### config.mk
export PLATFORM = sky130hd
export DESIGN_NAME = inc_skip_or_exec
export DESIGN_NICKNAME = d
export VERILOG_FILES = /design/src/inc_skip_or_pkg.sv /design/src/inc_skip_or_exec.sv
export SDC_FILE = /design/constraint.sdc
export NUM_CORES = 1
export LEC_CHECK = 0
export BUFFER_PORTS_ARGS = -buffer_cell sky130_fd_sc_hd__buf_2
export CORE_MARGIN = 2
export CORE_UTILIZATION = 40
export CTS_BUF_LIST = sky130_fd_sc_hd__clkbuf_2
export CTS_CLUSTER_DIAMETER = 40
export DETAILED_ROUTE_END_ITERATION = 6
export GPL_TIMING_DRIVEN = 1
export REMOVE_ABC_BUFFERS = 1
export SLEW_MARGIN = 10
export SYNTH_ARGS = -nofsm -noshare
export SYNTH_HDL_FRONTEND = slang
export SYNTH_SLANG_ARGS = --single-unit
### constraint.sdc
create_clock -name pclk -period 6.05 [get_ports pclk]
set_clock_uncertainty 0.15 [all_clocks]
set_input_delay 0 -clock pclk [delete_from_list [all_inputs] [get_ports pclk]]
set_output_delay 0 -clock pclk [all_outputs]
set_load 0.02 [all_outputs]
### src/inc_skip_or_pkg.sv
// constants, types and register map for the increment-skip / or execution block
`default_nettype none
package inc_skip_or_pkg;

  // ==========================================================
  // widths
  localparam int unsigned INSTR_W = 16;
  localparam int unsigned DATA_W  = 8;
  localparam int unsigned FILE_W  = 8;
  localparam int unsigned ADDR_W  = 12;
  localparam int unsigned BANK_W  = 4;
  localparam int unsigned APB_AW  = 12;

  // ==========================================================
  // opcodes and instruction fields
  localparam logic [5:0] OPC_INC_SKIP_NZ = 6'h12;
  localparam logic [5:0] OPC_INC_SKIP_Z  = 6'h0f;
  localparam logic [5:0] OPC_OR_FILE     = 6'h04;
  localparam logic [7:0] OPC_OR_LIT      = 8'h09;
  localparam int unsigned OPC6_LSB       = 10;
  localparam int unsigned OPC8_LSB       = 8;
  localparam int unsigned DEST_BIT       = 9;
  localparam int unsigned BANK_SEL_BIT   = 8;

  // ==========================================================
  // operand addressing
  localparam logic [FILE_W-1:0] INDEXED_LIMIT   = 8'h5f;
  localparam logic [BANK_W-1:0] ACCESS_LOW_BANK = 4'h0;
  localparam logic [BANK_W-1:0] ACCESS_HI_BANK  = 4'hf;

  // ==========================================================
  // timing
  localparam logic [1:0] PHASE_Q1    = 2'h0;
  localparam logic [1:0] PHASE_Q2    = 2'h1;
  localparam logic [1:0] PHASE_Q3    = 2'h2;
  localparam logic [1:0] PHASE_Q4    = 2'h3;
  localparam logic [1:0] NOP_ONE     = 2'h1;
  localparam logic [1:0] NOP_TWO     = 2'h2;

  // ==========================================================
  // register offsets and fields
  localparam logic [APB_AW-1:0] ADDR_CTRL   = 12'h000;
  localparam logic [APB_AW-1:0] ADDR_BANK   = 12'h004;
  localparam logic [APB_AW-1:0] ADDR_INDEX  = 12'h008;
  localparam logic [APB_AW-1:0] ADDR_ACC    = 12'h00c;
  localparam logic [APB_AW-1:0] ADDR_STATUS = 12'h010;
  localparam int unsigned CTRL_EXT_BIT  = 0;
  localparam int unsigned STAT_Z_BIT    = 0;
  localparam int unsigned STAT_N_BIT    = 1;
  localparam int unsigned STAT_BUSY_BIT = 2;
  localparam int unsigned STAT_SKIP_BIT = 3;
  localparam int unsigned STAT_UNSUP_BIT = 4;
  localparam logic              CTRL_RST  = 1'b0;
  localparam logic [BANK_W-1:0] BANK_RST  = 4'h0;
  localparam logic [ADDR_W-1:0] INDEX_RST = 12'h000;
  localparam logic [DATA_W-1:0] ACC_RST   = 8'h00;

  // ==========================================================
  // types
  typedef enum logic [2:0] {op_none, op_inc_skip_nz, op_inc_skip_z, op_or_lit, op_or_file} op_e;
  typedef enum logic [1:0] {st_idle, st_exec, st_nop} state_e;

  typedef struct packed {
    logic              rd_en;
    logic              wr_en;
    logic [ADDR_W-1:0] addr;
    logic [DATA_W-1:0] wdata;
  } mem_req_s;

  typedef struct packed {
    logic               valid;
    logic [INSTR_W-1:0] word;
    logic               next_two_word;
  } fetch_s;

endpackage
`default_nettype wire

### src/inc_skip_or_exec.sv
// execution logic for increment-and-skip and inclusive-or instructions, with apb control
//
// Behaviour
// - increment-skip-if-nonzero reads the file register, adds one and sends the sum to the destination.
// - a nonzero increment-skip-if-nonzero result discards the prefetched instruction and runs a nop cycle.
// - destination bit clear sends the result to the accumulator, set sends it back to the file register.
// - bank bit clear addresses the operand in the quick access bank, ignoring the bank pointer register.
// - bank bit set takes the bank from the bank pointer register.
// - with extended set enabled, bank bit clear and file address at most 95, indexed literal offset is used.
// - a skip instruction takes one cycle, two when skipping, three when skipping a two-word instruction.
// - each extra skip cycle is a full four-phase nop, two of them for a two-word skipped instruction.
// - or-literal ors the accumulator with the 8-bit literal and writes the accumulator.
// - the or operations update only the negative and zero flags.
// - or-file ors the accumulator with the file register, honouring destination and bank bits.
// - increment-skip-if-zero increments the file register and skips on a zero result.
//
// Design decisions made here: the address map and register access over APB.
`default_nettype none
module inc_skip_or_exec #(
  parameter int unsigned BANK_BITS = inc_skip_or_pkg::BANK_W
) (
  // clock and reset
  input  wire logic                                 pclk,
  input  wire logic                                 presetn,
  // apb slave
  input  wire logic                                 psel,
  input  wire logic                                 penable,
  input  wire logic                                 pwrite,
  input  wire logic [inc_skip_or_pkg::APB_AW-1:0]   paddr,
  input  wire logic [31:0]                          pwdata,
  output var  logic [31:0]                          prdata,
  output var  logic                                 pready,
  output var  logic                                 pslverr,
  // instruction fetch
  input  wire inc_skip_or_pkg::fetch_s              fetch,
  output var  logic                                 fetch_ready,
  output var  logic                                 discard_prefetch,
  output var  logic                                 instr_done,
  // data memory
  output var  inc_skip_or_pkg::mem_req_s            mem_req,
  input  wire logic [inc_skip_or_pkg::DATA_W-1:0]   mem_rdata,
  // core state
  output var  logic [inc_skip_or_pkg::DATA_W-1:0]   accumulator,
  output var  logic                                 flag_negative,
  output var  logic                                 flag_zero
);
  import inc_skip_or_pkg::*;

  // ==========================================================
  // elaboration check
  if (BANK_BITS + FILE_W != ADDR_W) begin : g_bad_bank
    $error("bank pointer width must fill the data address");
  end

  // ==========================================================
  // state
  state_e              state_reg;
  logic [1:0]          phase_reg;
  logic [1:0]          nop_left_reg;
  op_e                 op_reg;
  logic [INSTR_W-1:0]  instr_reg;
  logic                two_word_reg;
  logic [DATA_W-1:0]   result_reg;
  logic [DATA_W-1:0]   acc_reg;
  logic                flag_n_reg;
  logic                flag_z_reg;
  logic                ext_reg;
  logic [BANK_W-1:0]   bank_reg;
  logic [ADDR_W-1:0]   index_reg;
  logic                skip_seen_reg;
  logic                unsup_reg;
  mem_req_s            mem_req_reg;
  logic                fetch_ready_reg;
  logic                discard_reg;
  logic                done_reg;
  logic [31:0]         prdata_reg;
  logic                pready_reg;
  logic                pslverr_reg;

  // ==========================================================
  // decode helpers
  function automatic op_e op_decode(input logic [INSTR_W-1:0] w);
    op_e op;
    op = op_none;
    if (w[INSTR_W-1:OPC6_LSB] == OPC_INC_SKIP_NZ) begin
      op = op_inc_skip_nz;
    end else if (w[INSTR_W-1:OPC6_LSB] == OPC_INC_SKIP_Z) begin
      op = op_inc_skip_z;
    end else if (w[INSTR_W-1:OPC6_LSB] == OPC_OR_FILE) begin
      op = op_or_file;
    end else if (w[INSTR_W-1:OPC8_LSB] == OPC_OR_LIT) begin
      op = op_or_lit;
    end
    return op;
  endfunction

  function automatic logic is_file_op(input op_e op);
    return (op == op_inc_skip_nz) || (op == op_inc_skip_z) || (op == op_or_file);
  endfunction

  function automatic logic [ADDR_W-1:0] operand_addr(input logic [INSTR_W-1:0] w, input logic ext,
                                                    input logic [BANK_W-1:0] bank,
                                                    input logic [ADDR_W-1:0] base);
    logic [FILE_W-1:0] f;
    logic [ADDR_W-1:0] a;
    f = w[FILE_W-1:0];
    if (w[BANK_SEL_BIT]) begin
      a = {bank, f};
    end else if (ext && (f <= INDEXED_LIMIT)) begin
      a = ADDR_W'(base + {{(ADDR_W-FILE_W){1'b0}}, f});
    end else if (f <= INDEXED_LIMIT) begin
      a = {ACCESS_LOW_BANK, f};
    end else begin
      a = {ACCESS_HI_BANK, f};
    end
    return a;
  endfunction

  function automatic logic reg_mapped(input logic [APB_AW-1:0] a);
    return (a == ADDR_CTRL) || (a == ADDR_BANK) || (a == ADDR_INDEX) ||
           (a == ADDR_ACC) || (a == ADDR_STATUS);
  endfunction

  // ==========================================================
  // combinational terms
  logic take;
  logic skip_now;
  logic dest_file;
  logic apb_wr;
  logic core_acc_wr;
  logic core_flag_wr;

  assign take      = (state_reg == st_idle) && fetch.valid && fetch_ready_reg;
  assign dest_file = instr_reg[DEST_BIT];
  assign skip_now  = ((op_reg == op_inc_skip_nz) && (result_reg != 8'h00)) ||
                     ((op_reg == op_inc_skip_z) && (result_reg == 8'h00));
  assign apb_wr    = psel && penable && pready_reg && pwrite && !pslverr_reg;
  assign core_acc_wr  = (state_reg == st_exec) && (phase_reg == PHASE_Q4) &&
                        ((op_reg == op_or_lit) || (is_file_op(op_reg) && !dest_file));
  assign core_flag_wr = (state_reg == st_exec) && (phase_reg == PHASE_Q4) &&
                        ((op_reg == op_or_lit) || (op_reg == op_or_file));

  // ==========================================================
  // sequencing: four phases per cycle, then optional nop cycles
  always_ff @(posedge pclk or negedge presetn) begin
    if (!presetn) begin
      state_reg    <= st_idle;
      phase_reg    <= PHASE_Q1;
      nop_left_reg <= 2'h0;
    end else begin
      case (state_reg)
        st_idle: begin
          if (take) begin
            state_reg <= st_exec;
            phase_reg <= PHASE_Q1;
          end
        end
        st_exec: begin
          phase_reg <= phase_reg + 2'h1;
          if (phase_reg == PHASE_Q4) begin
            if (skip_now) begin
              state_reg    <= st_nop;
              nop_left_reg <= two_word_reg ? NOP_TWO : NOP_ONE;
            end else begin
              state_reg <= st_idle;
            end
          end
        end
        st_nop: begin
          phase_reg <= phase_reg + 2'h1;
          if (phase_reg == PHASE_Q4) begin
            if (nop_left_reg == NOP_ONE) begin
              state_reg <= st_idle;
            end
            nop_left_reg <= nop_left_reg - 2'h1;
          end
        end
        default: begin
          state_reg <= st_idle;
          phase_reg <= PHASE_Q1;
        end
      endcase
    end
  end

  // ==========================================================
  // instruction capture
  always_ff @(posedge pclk or negedge presetn) begin
    if (!presetn) begin
      instr_reg    <= 16'h0000;
      op_reg       <= op_none;
      two_word_reg <= 1'b0;
    end else if (take) begin
      instr_reg    <= fetch.word;
      op_reg       <= op_decode(fetch.word);
      two_word_reg <= fetch.next_two_word;
    end
  end

  // ==========================================================
  // fetch handshake and completion pulses
  always_ff @(posedge pclk or negedge presetn) begin
    if (!presetn) begin
      fetch_ready_reg <= 1'b1;
      discard_reg     <= 1'b0;
      done_reg        <= 1'b0;
    end else begin
      discard_reg <= (state_reg == st_exec) && (phase_reg == PHASE_Q4) && skip_now;
      done_reg    <= 1'b0;
      if (take) begin
        fetch_ready_reg <= 1'b0;
      end else if ((state_reg == st_exec) && (phase_reg == PHASE_Q4) && !skip_now) begin
        fetch_ready_reg <= 1'b1;
        done_reg        <= 1'b1;
      end else if ((state_reg == st_nop) && (phase_reg == PHASE_Q4) && (nop_left_reg == NOP_ONE)) begin
        fetch_ready_reg <= 1'b1;
        done_reg        <= 1'b1;
      end
    end
  end

  // ==========================================================
  // data memory: read in q2, write after q4
  always_ff @(posedge pclk or negedge presetn) begin
    if (!presetn) begin
      mem_req_reg <= '0;
    end else begin
      mem_req_reg.rd_en <= 1'b0;
      mem_req_reg.wr_en <= 1'b0;
      if ((state_reg == st_exec) && (phase_reg == PHASE_Q1)) begin
        mem_req_reg.addr  <= operand_addr(instr_reg, ext_reg, bank_reg, index_reg);
        mem_req_reg.rd_en <= is_file_op(op_reg);
      end
      if ((state_reg == st_exec) && (phase_reg == PHASE_Q4) && is_file_op(op_reg) && dest_file) begin
        mem_req_reg.wr_en <= 1'b1;
        mem_req_reg.wdata <= result_reg;
      end
    end
  end

  // ==========================================================
  // process data in q3
  always_ff @(posedge pclk or negedge presetn) begin
    if (!presetn) begin
      result_reg <= 8'h00;
    end else if ((state_reg == st_exec) && (phase_reg == PHASE_Q3)) begin
      case (op_reg)
        op_inc_skip_nz: result_reg <= mem_rdata + 8'h01;
        op_inc_skip_z:  result_reg <= mem_rdata + 8'h01;
        op_or_lit:      result_reg <= acc_reg | instr_reg[DATA_W-1:0];
        op_or_file:     result_reg <= acc_reg | mem_rdata;
        default:        result_reg <= result_reg;
      endcase
    end
  end

  // ==========================================================
  // accumulator and flags; the core write wins over software
  always_ff @(posedge pclk or negedge presetn) begin
    if (!presetn) begin
      acc_reg <= ACC_RST;
    end else if (core_acc_wr) begin
      acc_reg <= result_reg;
    end else if (apb_wr && (paddr == ADDR_ACC)) begin
      acc_reg <= pwdata[DATA_W-1:0];
    end
  end

  always_ff @(posedge pclk or negedge presetn) begin
    if (!presetn) begin
      flag_n_reg <= 1'b0;
      flag_z_reg <= 1'b0;
    end else if (core_flag_wr) begin
      flag_n_reg <= result_reg[DATA_W-1];
      flag_z_reg <= (result_reg == 8'h00);
    end else if (apb_wr && (paddr == ADDR_STATUS)) begin
      flag_n_reg <= pwdata[STAT_N_BIT];
      flag_z_reg <= pwdata[STAT_Z_BIT];
    end
  end

  // ==========================================================
  // sticky status: hardware set wins over a software clear
  always_ff @(posedge pclk or negedge presetn) begin
    if (!presetn) begin
      skip_seen_reg <= 1'b0;
      unsup_reg     <= 1'b0;
    end else begin
      if ((state_reg == st_exec) && (phase_reg == PHASE_Q4) && skip_now) begin
        skip_seen_reg <= 1'b1;
      end else if (apb_wr && (paddr == ADDR_STATUS) && pwdata[STAT_SKIP_BIT]) begin
        skip_seen_reg <= 1'b0;
      end
      if ((state_reg == st_exec) && (phase_reg == PHASE_Q1) && (op_reg == op_none)) begin
        unsup_reg <= 1'b1;
      end else if (apb_wr && (paddr == ADDR_STATUS) && pwdata[STAT_UNSUP_BIT]) begin
        unsup_reg <= 1'b0;
      end
    end
  end

  // ==========================================================
  // control registers
  always_ff @(posedge pclk or negedge presetn) begin
    if (!presetn) begin
      ext_reg   <= CTRL_RST;
      bank_reg  <= BANK_RST;
      index_reg <= INDEX_RST;
    end else if (apb_wr) begin
      if (paddr == ADDR_CTRL) begin
        ext_reg <= pwdata[CTRL_EXT_BIT];
      end
      if (paddr == ADDR_BANK) begin
        bank_reg <= pwdata[BANK_W-1:0];
      end
      if (paddr == ADDR_INDEX) begin
        index_reg <= pwdata[ADDR_W-1:0];
      end
    end
  end

  // ==========================================================
  // apb slave: one wait-free access cycle after setup
  always_ff @(posedge pclk or negedge presetn) begin
    if (!presetn) begin
      pready_reg  <= 1'b0;
      pslverr_reg <= 1'b0;
      prdata_reg  <= 32'h0000_0000;
    end else if (psel && !penable) begin
      pready_reg  <= 1'b1;
      pslverr_reg <= !reg_mapped(paddr);
      prdata_reg  <= 32'h0000_0000;
      if (!pwrite) begin
        case (paddr)
          ADDR_CTRL:   prdata_reg[CTRL_EXT_BIT] <= ext_reg;
          ADDR_BANK:   prdata_reg[BANK_W-1:0]   <= bank_reg;
          ADDR_INDEX:  prdata_reg[ADDR_W-1:0]   <= index_reg;
          ADDR_ACC:    prdata_reg[DATA_W-1:0]   <= acc_reg;
          ADDR_STATUS: begin
            prdata_reg[STAT_Z_BIT]     <= flag_z_reg;
            prdata_reg[STAT_N_BIT]     <= flag_n_reg;
            prdata_reg[STAT_BUSY_BIT]  <= (state_reg != st_idle);
            prdata_reg[STAT_SKIP_BIT]  <= skip_seen_reg;
            prdata_reg[STAT_UNSUP_BIT] <= unsup_reg;
          end
          default:     prdata_reg <= 32'h0000_0000;
        endcase
      end
    end else begin
      pready_reg  <= 1'b0;
      pslverr_reg <= 1'b0;
    end
  end

  // ==========================================================
  // outputs
  assign prdata           = prdata_reg;
  assign pready           = pready_reg;
  assign pslverr          = pslverr_reg;
  assign fetch_ready      = fetch_ready_reg;
  assign discard_prefetch = discard_reg;
  assign instr_done       = done_reg;
  assign mem_req          = mem_req_reg;
  assign accumulator      = acc_reg;
  assign flag_negative    = flag_n_reg;
  assign flag_zero        = flag_z_reg;

endmodule // inc_skip_or_exec
`default_nettype wire

==> results of run 1 <==
[synth_stat cells (8+ instances only)]
cell type,n,area share (%)
a31oi_1,10,1.2
inv_1,18,1.3
buf_4,22,3.1
clkbuf_1,8,0.56
o21ai_0,43,4.0
mux2i_1,17,3.2
dfrtp_1,95,45
nand2_1,71,5.0
ha_1,16,3.8
nor3_1,10,0.94
mux2_2,30,6.4
nor2_1,24,1.7
nand3_1,12,1.1
a21oi_1,26,2.4
[power by group through the flow]
| stage | clock network, uW | logic, uW | registers (uW) |
|---|---|---|---|
| 3_3_place_gp | 0 | 542 | 885 |
| 3_5_place_dp | 0 | 557 | 890 |
| 4_1_cts | 332 | 603 | 878 |
| 2_1_floorplan | 0 | 338 | 890 |
| 6_report | 327 | 604 | 878 |
| 5_1_grt | 360 | 672 | 891 |
[layer usage]
metal	track usage [%]	vias up
met5	0	-
met4	6.55	0
met3	4.65	22
met2	34.7	130
met1	28.6	2238
li1	-	2231
[cell families (layout without fill, tap and decap cells)]
group	count (synthesis)	count (layout)	synth area share (%)
simple gates	174	174	17.7
fa+ha+maj	18	18	4.33
flops	96	96	45.2
mux	53	53	11.2
compound gates	125	125	14.3
xor+xnor	5	5	0.824
buf+inv	59	228	6.33
other cells	1	20	0.0705
[worst min-delay path: stages]
cell,delay (ns)
dlygate4sd3_1,0.53
buf_2,0.11
mux2i_1,0.06
o21ai_1,0.10
[final cells by class]
type | count | area, sq um
Inverter | 18 | 67.6
Tap cell | 176 | 220
Multi-Input combinational cell | 395 | 2650
Fill cell | 1206 | 6200
Timing Repair Buffer | 194 | 1440
Sequential cell | 96 | 2400
Clock inverter | 5 | 56.3
Clock buffer | 11 | 55.1
[worst min path at each step]
stage | to | cells past startpoint | from
finish | accumulator[6]$_DFFE_PN0P_ | 4 | pwdata[6]
global route | index_reg[4]$_DFFE_PN0P_ | 3 | pwdata[4]
CTS | index_reg[7]$_DFFE_PN0P_ | 3 | pwdata[7]
detailed placement | prdata[6]$_DFFE_PN0P_ | 1 | presetn
global placement | prdata[4]$_DFFE_PN0P_ | 1 | presetn
floorplan | accumulator[0]$_DFFE_PN0P_ | 0 | presetn
[per-stage QoR]
| stage | util (%) | setup WS (ns) | area, sq um | cells | hold WS [ns] |
|---|---|---|---|---|---|
| after detailed placement | 44.8 | 3.25 | 5860 | 789 | -0.189 |
| after global placement | 44.8 | 3.31 | 5860 | 789 | -0.191 |
| after floorplan | - | 3.80 | 5120 | 509 | -0.446 |
| after CTS | 52.5 | 2.49 | 6870 | 893 | 0.0127 |
| after global routing | 52.6 | 2.29 | 6890 | 895 | 0.00977 |
| final | 52.6 | 2.43 | 6890 | 895 | 0.0462 |
==> run metrics, run 1 <==
layout cells sized above 1 23.8%; DR pass1 iterations 5; status completed; Via density 5.16; Core Area 0.0131 sq mm; setup violators final 0; synthesized cell area 0.00532 sq mm; crit path cell chain dlygate4sd3_1 -> buf_2 -> dlygate4sd3_1 -> nor3_2 -> dlygate4sd3_1 -> nand3_1 -> dlygate4sd3_1 -> or2_4 -> nor2_2 -> nand3_1 -> o21ai_0 -> dlygate4sd3_1; Worst R2R Start state_reg[0]$_DFFE_PN0P_; Sw Pwr 705 uW; routability congestion estimate 0.856; Area growth syn-to-layout 29.5%; sequential share of power 48.5%; minimum clock period 3.62 ns; Die Wd 119 microns; I/O pin total 144; Lkg Pwr 0.00324 uW; Sw Ratio 39.0%; Clock Latency Late Sink 0.62 ns; CP Launch Point paddr[6]; DRT Wirelength 14.8 mm; WP depth 12; Tot Pwr 1810 uW; clk buf depth 2; largest net degree at the start of global routing 69; Post-CTS Setup Repair Bufs 0; Max stage delay on crit path 0.66 ns; Final Hold Viols 0; delay-heaviest family, CP buffers and inverters; initial DRC count 316; Post-CTS Resized 0; Die H 119 microns; R2R cell count 6; met1 WL 6.97 mm; I/O Buffers 103; Primary FF master, synth dfrtp_1; CTS sink cnt 96; CP startpoint kind primary input; first-pass GRT wire length 23.6 mm; CTS root buf clkbuf_2; RSZ-0062 raised after global routing false; clock power share 18.1%; most frequent cells in the layout 102 x buf_2, 95 x dfrtp_1, 89 x dlygate4sd3_1; WL/cell 16.5 microns; internal power 1100 uW; cts bufs inserted 9; Avg Inst Size Synth 10.0 sq um; Worst Tran Pin Value 0.951 ns; met2 wire length 6.86 mm; GR Overflow Total 0; CP Max Fanout 5; PwrDens 263 mW/mm^2; Syn Inst Count 531; R2R Path End op_reg[1]$_DFFE_PN0P_; vias after detailed routing 4,621; Slowest cell on crit path dlygate4sd3_1; HP Class in2reg; Initial Util 40.6%; GRT Util Overall 21.4%; R2R Setup Slk 2.60 ns; clock transition at the registers of the reported paths 0.26 ns; Max Slew Vio Count 0; CP endpoint kind register; ys async rst share 100%; Final ANT Viol Nets 0; commonest non-fill, non-tap cell in the layout buf_2; crit path to prdata[2]$_DFFE_PN0P_; # nets final 806; Tcrit/Tclk final 59.9%; f_max 0.276 GHz; # DRC 0; Max Cap Violations 0; ANT cells 0; warnings from Yosys 0; met3 WL 626 microns; crit path kind in2reg; Gate power share 33.4%; Req. time, crit path 6.49 ns; TritonCTS clock tree done; # rows 42; arrival time at the worst endpoint 4.07 ns; Worst VDD drop 0.000189 V; CP dominant cell by count dlygate4sd3_1; initial antenna violation count 0; post-DP HPWL 10.4 mm; Seq/Total Area, Yosys 45.2%; vias in the first global route 4,578; Post-synth EDFFs 0; Hold-fix buffers, CTS 88; max layer used met4; Worst slew margin 36.4%; die footprint 0.0142 sq mm; Cell variety after synth 70; register bit count reported by yosys 96; max FFs per register 22; Worst Path Buf+Inv 6; setup TNS 0 ns; H-tree depth 3
(Power assumes the default switching activity.)
==> run 2: changes to the inputs <==
PLACE_DENSITY = 0.66   (was default)
clock period = 3 ns   (was 6.05 ns; I/O delays follow)
==> run metrics, run 2 (synthesized netlist as in run 1, its figures left out) <==
largest net degree at the start of global routing 61 (-12%); I/O Buffers 103 (unchanged); # nets final 817 (+1.4%); f_max 0.356 GHz; CTS sink cnt 96 (unchanged); first-pass GRT wire length 24.0 mm (+1.9%); Die H 119 microns (unchanged); Max Cap Violations 0 (unchanged); Die Wd 119 microns (unchanged); DRT Wirelength 15.0 mm (+1.5%); initial antenna violation count 0 (unchanged); Max stage delay on crit path 0.58 ns (-0.08 ns); RSZ-0062 raised after global routing false; die footprint 0.0142 sq mm (unchanged); CP endpoint kind register; Post-CTS Setup Repair Bufs 0 (unchanged); Slowest cell on crit path dlygate4sd3_1; CP Max Fanout 5 (unchanged); clk buf depth 2 (unchanged); Clock Latency Late Sink 0.59 ns (-0.03 ns); GR Overflow Total 0 (unchanged); crit path cell chain inv_1 -> ha_1 -> nor3b_1 -> a21oi_1 -> o22ai_1 -> dlygate4sd3_1 -> nand2_1 -> o21ai_0 -> dlygate4sd3_1; GRT Util Overall 21.6% (+0.24 points); PnR worst setup slack 0.193 ns (-2.23 ns); Max Slew Vio Count 0 (unchanged); crit path kind reg2reg; WL/cell 16.6 microns (+0.24%); Worst Path Buf+Inv 3 (-3); cts bufs inserted 9 (unchanged); commonest non-fill, non-tap cell in the layout buf_2; Core Area 0.0131 sq mm (unchanged); status completed; Hold WS 0.0703 ns (+0.0242 ns); Area growth syn-to-layout 32.3%; Final ANT Viol Nets 0 (unchanged); CTS root buf clkbuf_2; Req. time, crit path 3.41 ns (-3.08 ns); # rows 42 (unchanged); placed cells 792 (+0.38%); Layout Utilization 53.8% (+1.1 points); DR pass1 iterations 6 (+1); arrival time at the worst endpoint 3.21 ns (-0.86 ns); Worst slew margin 55.6% (+19 points); minimum clock period 2.81 ns; post-route insts no fill 906 (+1.2%); post-DP HPWL 10.5 mm (+0.93%); Initial Util 40.6% (unchanged); Worst VDD drop 0.000348 V (+84%); PwrDens 547 mW/mm^2 (+110%); HP Class in2reg; H-tree depth 3 (unchanged); setup violators final 0 (unchanged); Via density 5.24 (+1.4%); initial DRC count 261 (-17%); Final Hold Viols 0 (unchanged); routability congestion estimate 0.899 (+5.0%); max FFs per register 22 (unchanged); CP dominant cell by count dlygate4sd3_1; I/O pin total 144 (unchanged); vias after detailed routing 4,743 (+2.6%); TritonCTS clock tree done; ANT cells 0 (unchanged); delay-heaviest family, CP buffers and inverters; Tcrit/Tclk final 93.6%; Worst Tran Pin Value 0.666 ns (-0.285 ns); most frequent cells in the layout 102 x buf_2, 97 x dlygate4sd3_1, 95 x dfrtp_1; vias in the first global route 4,653 (+1.6%); Place WS 0.566 ns (-2.69 ns); CP startpoint kind register; Lkg Pwr 0.00330 uW (+1.9%); # DRC 0 (unchanged); setup TNS 0 ns (unchanged); layout cells sized above 1 24.0% (+0.19 points); clock transition at the registers of the reported paths 0.26 ns (about the same)
-- run 2: repair_timing --
| action | CTS | global route |
|---|---|---|
| hold endpoints to repair | 166 | 0 |
| setup endpoints to repair | 0 | 3 |
| gates resized for setup | 0 | 1 |
| hold buffers | 98 | 0 |
-- run 2: per-layer routing --
metal,vias up,wire [microns],GRT usage (%),share of wire [%]
met5,-,0,0,0
met2,146,7070,35.1,47
li1,2260,-,-,-
met1,2314,6800,29.0,45
met4,0,388,8.85,2.6
met3,23,738,3.21,4.9
-- run 2: power breakdown --
group	switching [uW]	total [uW]	leakage, uW	internal, uW
Combinational	737	1360	0.00204	622
Clock	441	723	0.0000821	282
Sequential	257	1770	0.00118	1510
-- run 2: cell type report --
class                      count  area, sq um
fill                        1146         6050
clock buffer                  11         55.1
tap                          176          220
inverter                      18         67.6
sequential                    96         2400
multi-input combinational    395         2650
timing repair buffer         205         1560
clock inverter                 5         81.3
-- run 2: final timing paths --
check                                    startpoint                  endpoint  slack [ns]  cells past startpoint
hold reg to reg             mem_req[15]$_DFFE_PN0P_   mem_req[15]$_DFFE_PN0P_        0.37                      2
setup reg to reg           state_reg[0]$_DFFE_PN0P_     prdata[2]$_DFFE_PN0P_        0.19                      9
max in group asynchronous                   presetn   mem_req[14]$_DFFE_PN0P_        2.07                      4
min in group asynchronous                   presetn    mem_req[0]$_DFFE_PN0P_        0.34                      4
hold / removal                            pwdata[4]  index_reg[4]$_DFFE_PN0P_        0.07                      3
setup / recovery           state_reg[0]$_DFFE_PN0P_     prdata[2]$_DFFE_PN0P_        0.19                      9
-- run 2: per-stage QoR --
step,area (sq um),power (uW)
floorplan,5120,2470
global placement,5900,2900
detailed placement,5900,2950
CTS,7030,3870
global route,7040,4090
finish,7040,3850
-- run 2: worst min-delay path, cell delays in order --
cell	delay [ns]
dlygate4sd3_1	0.53
buf_2	0.13
mux2_2	0.14
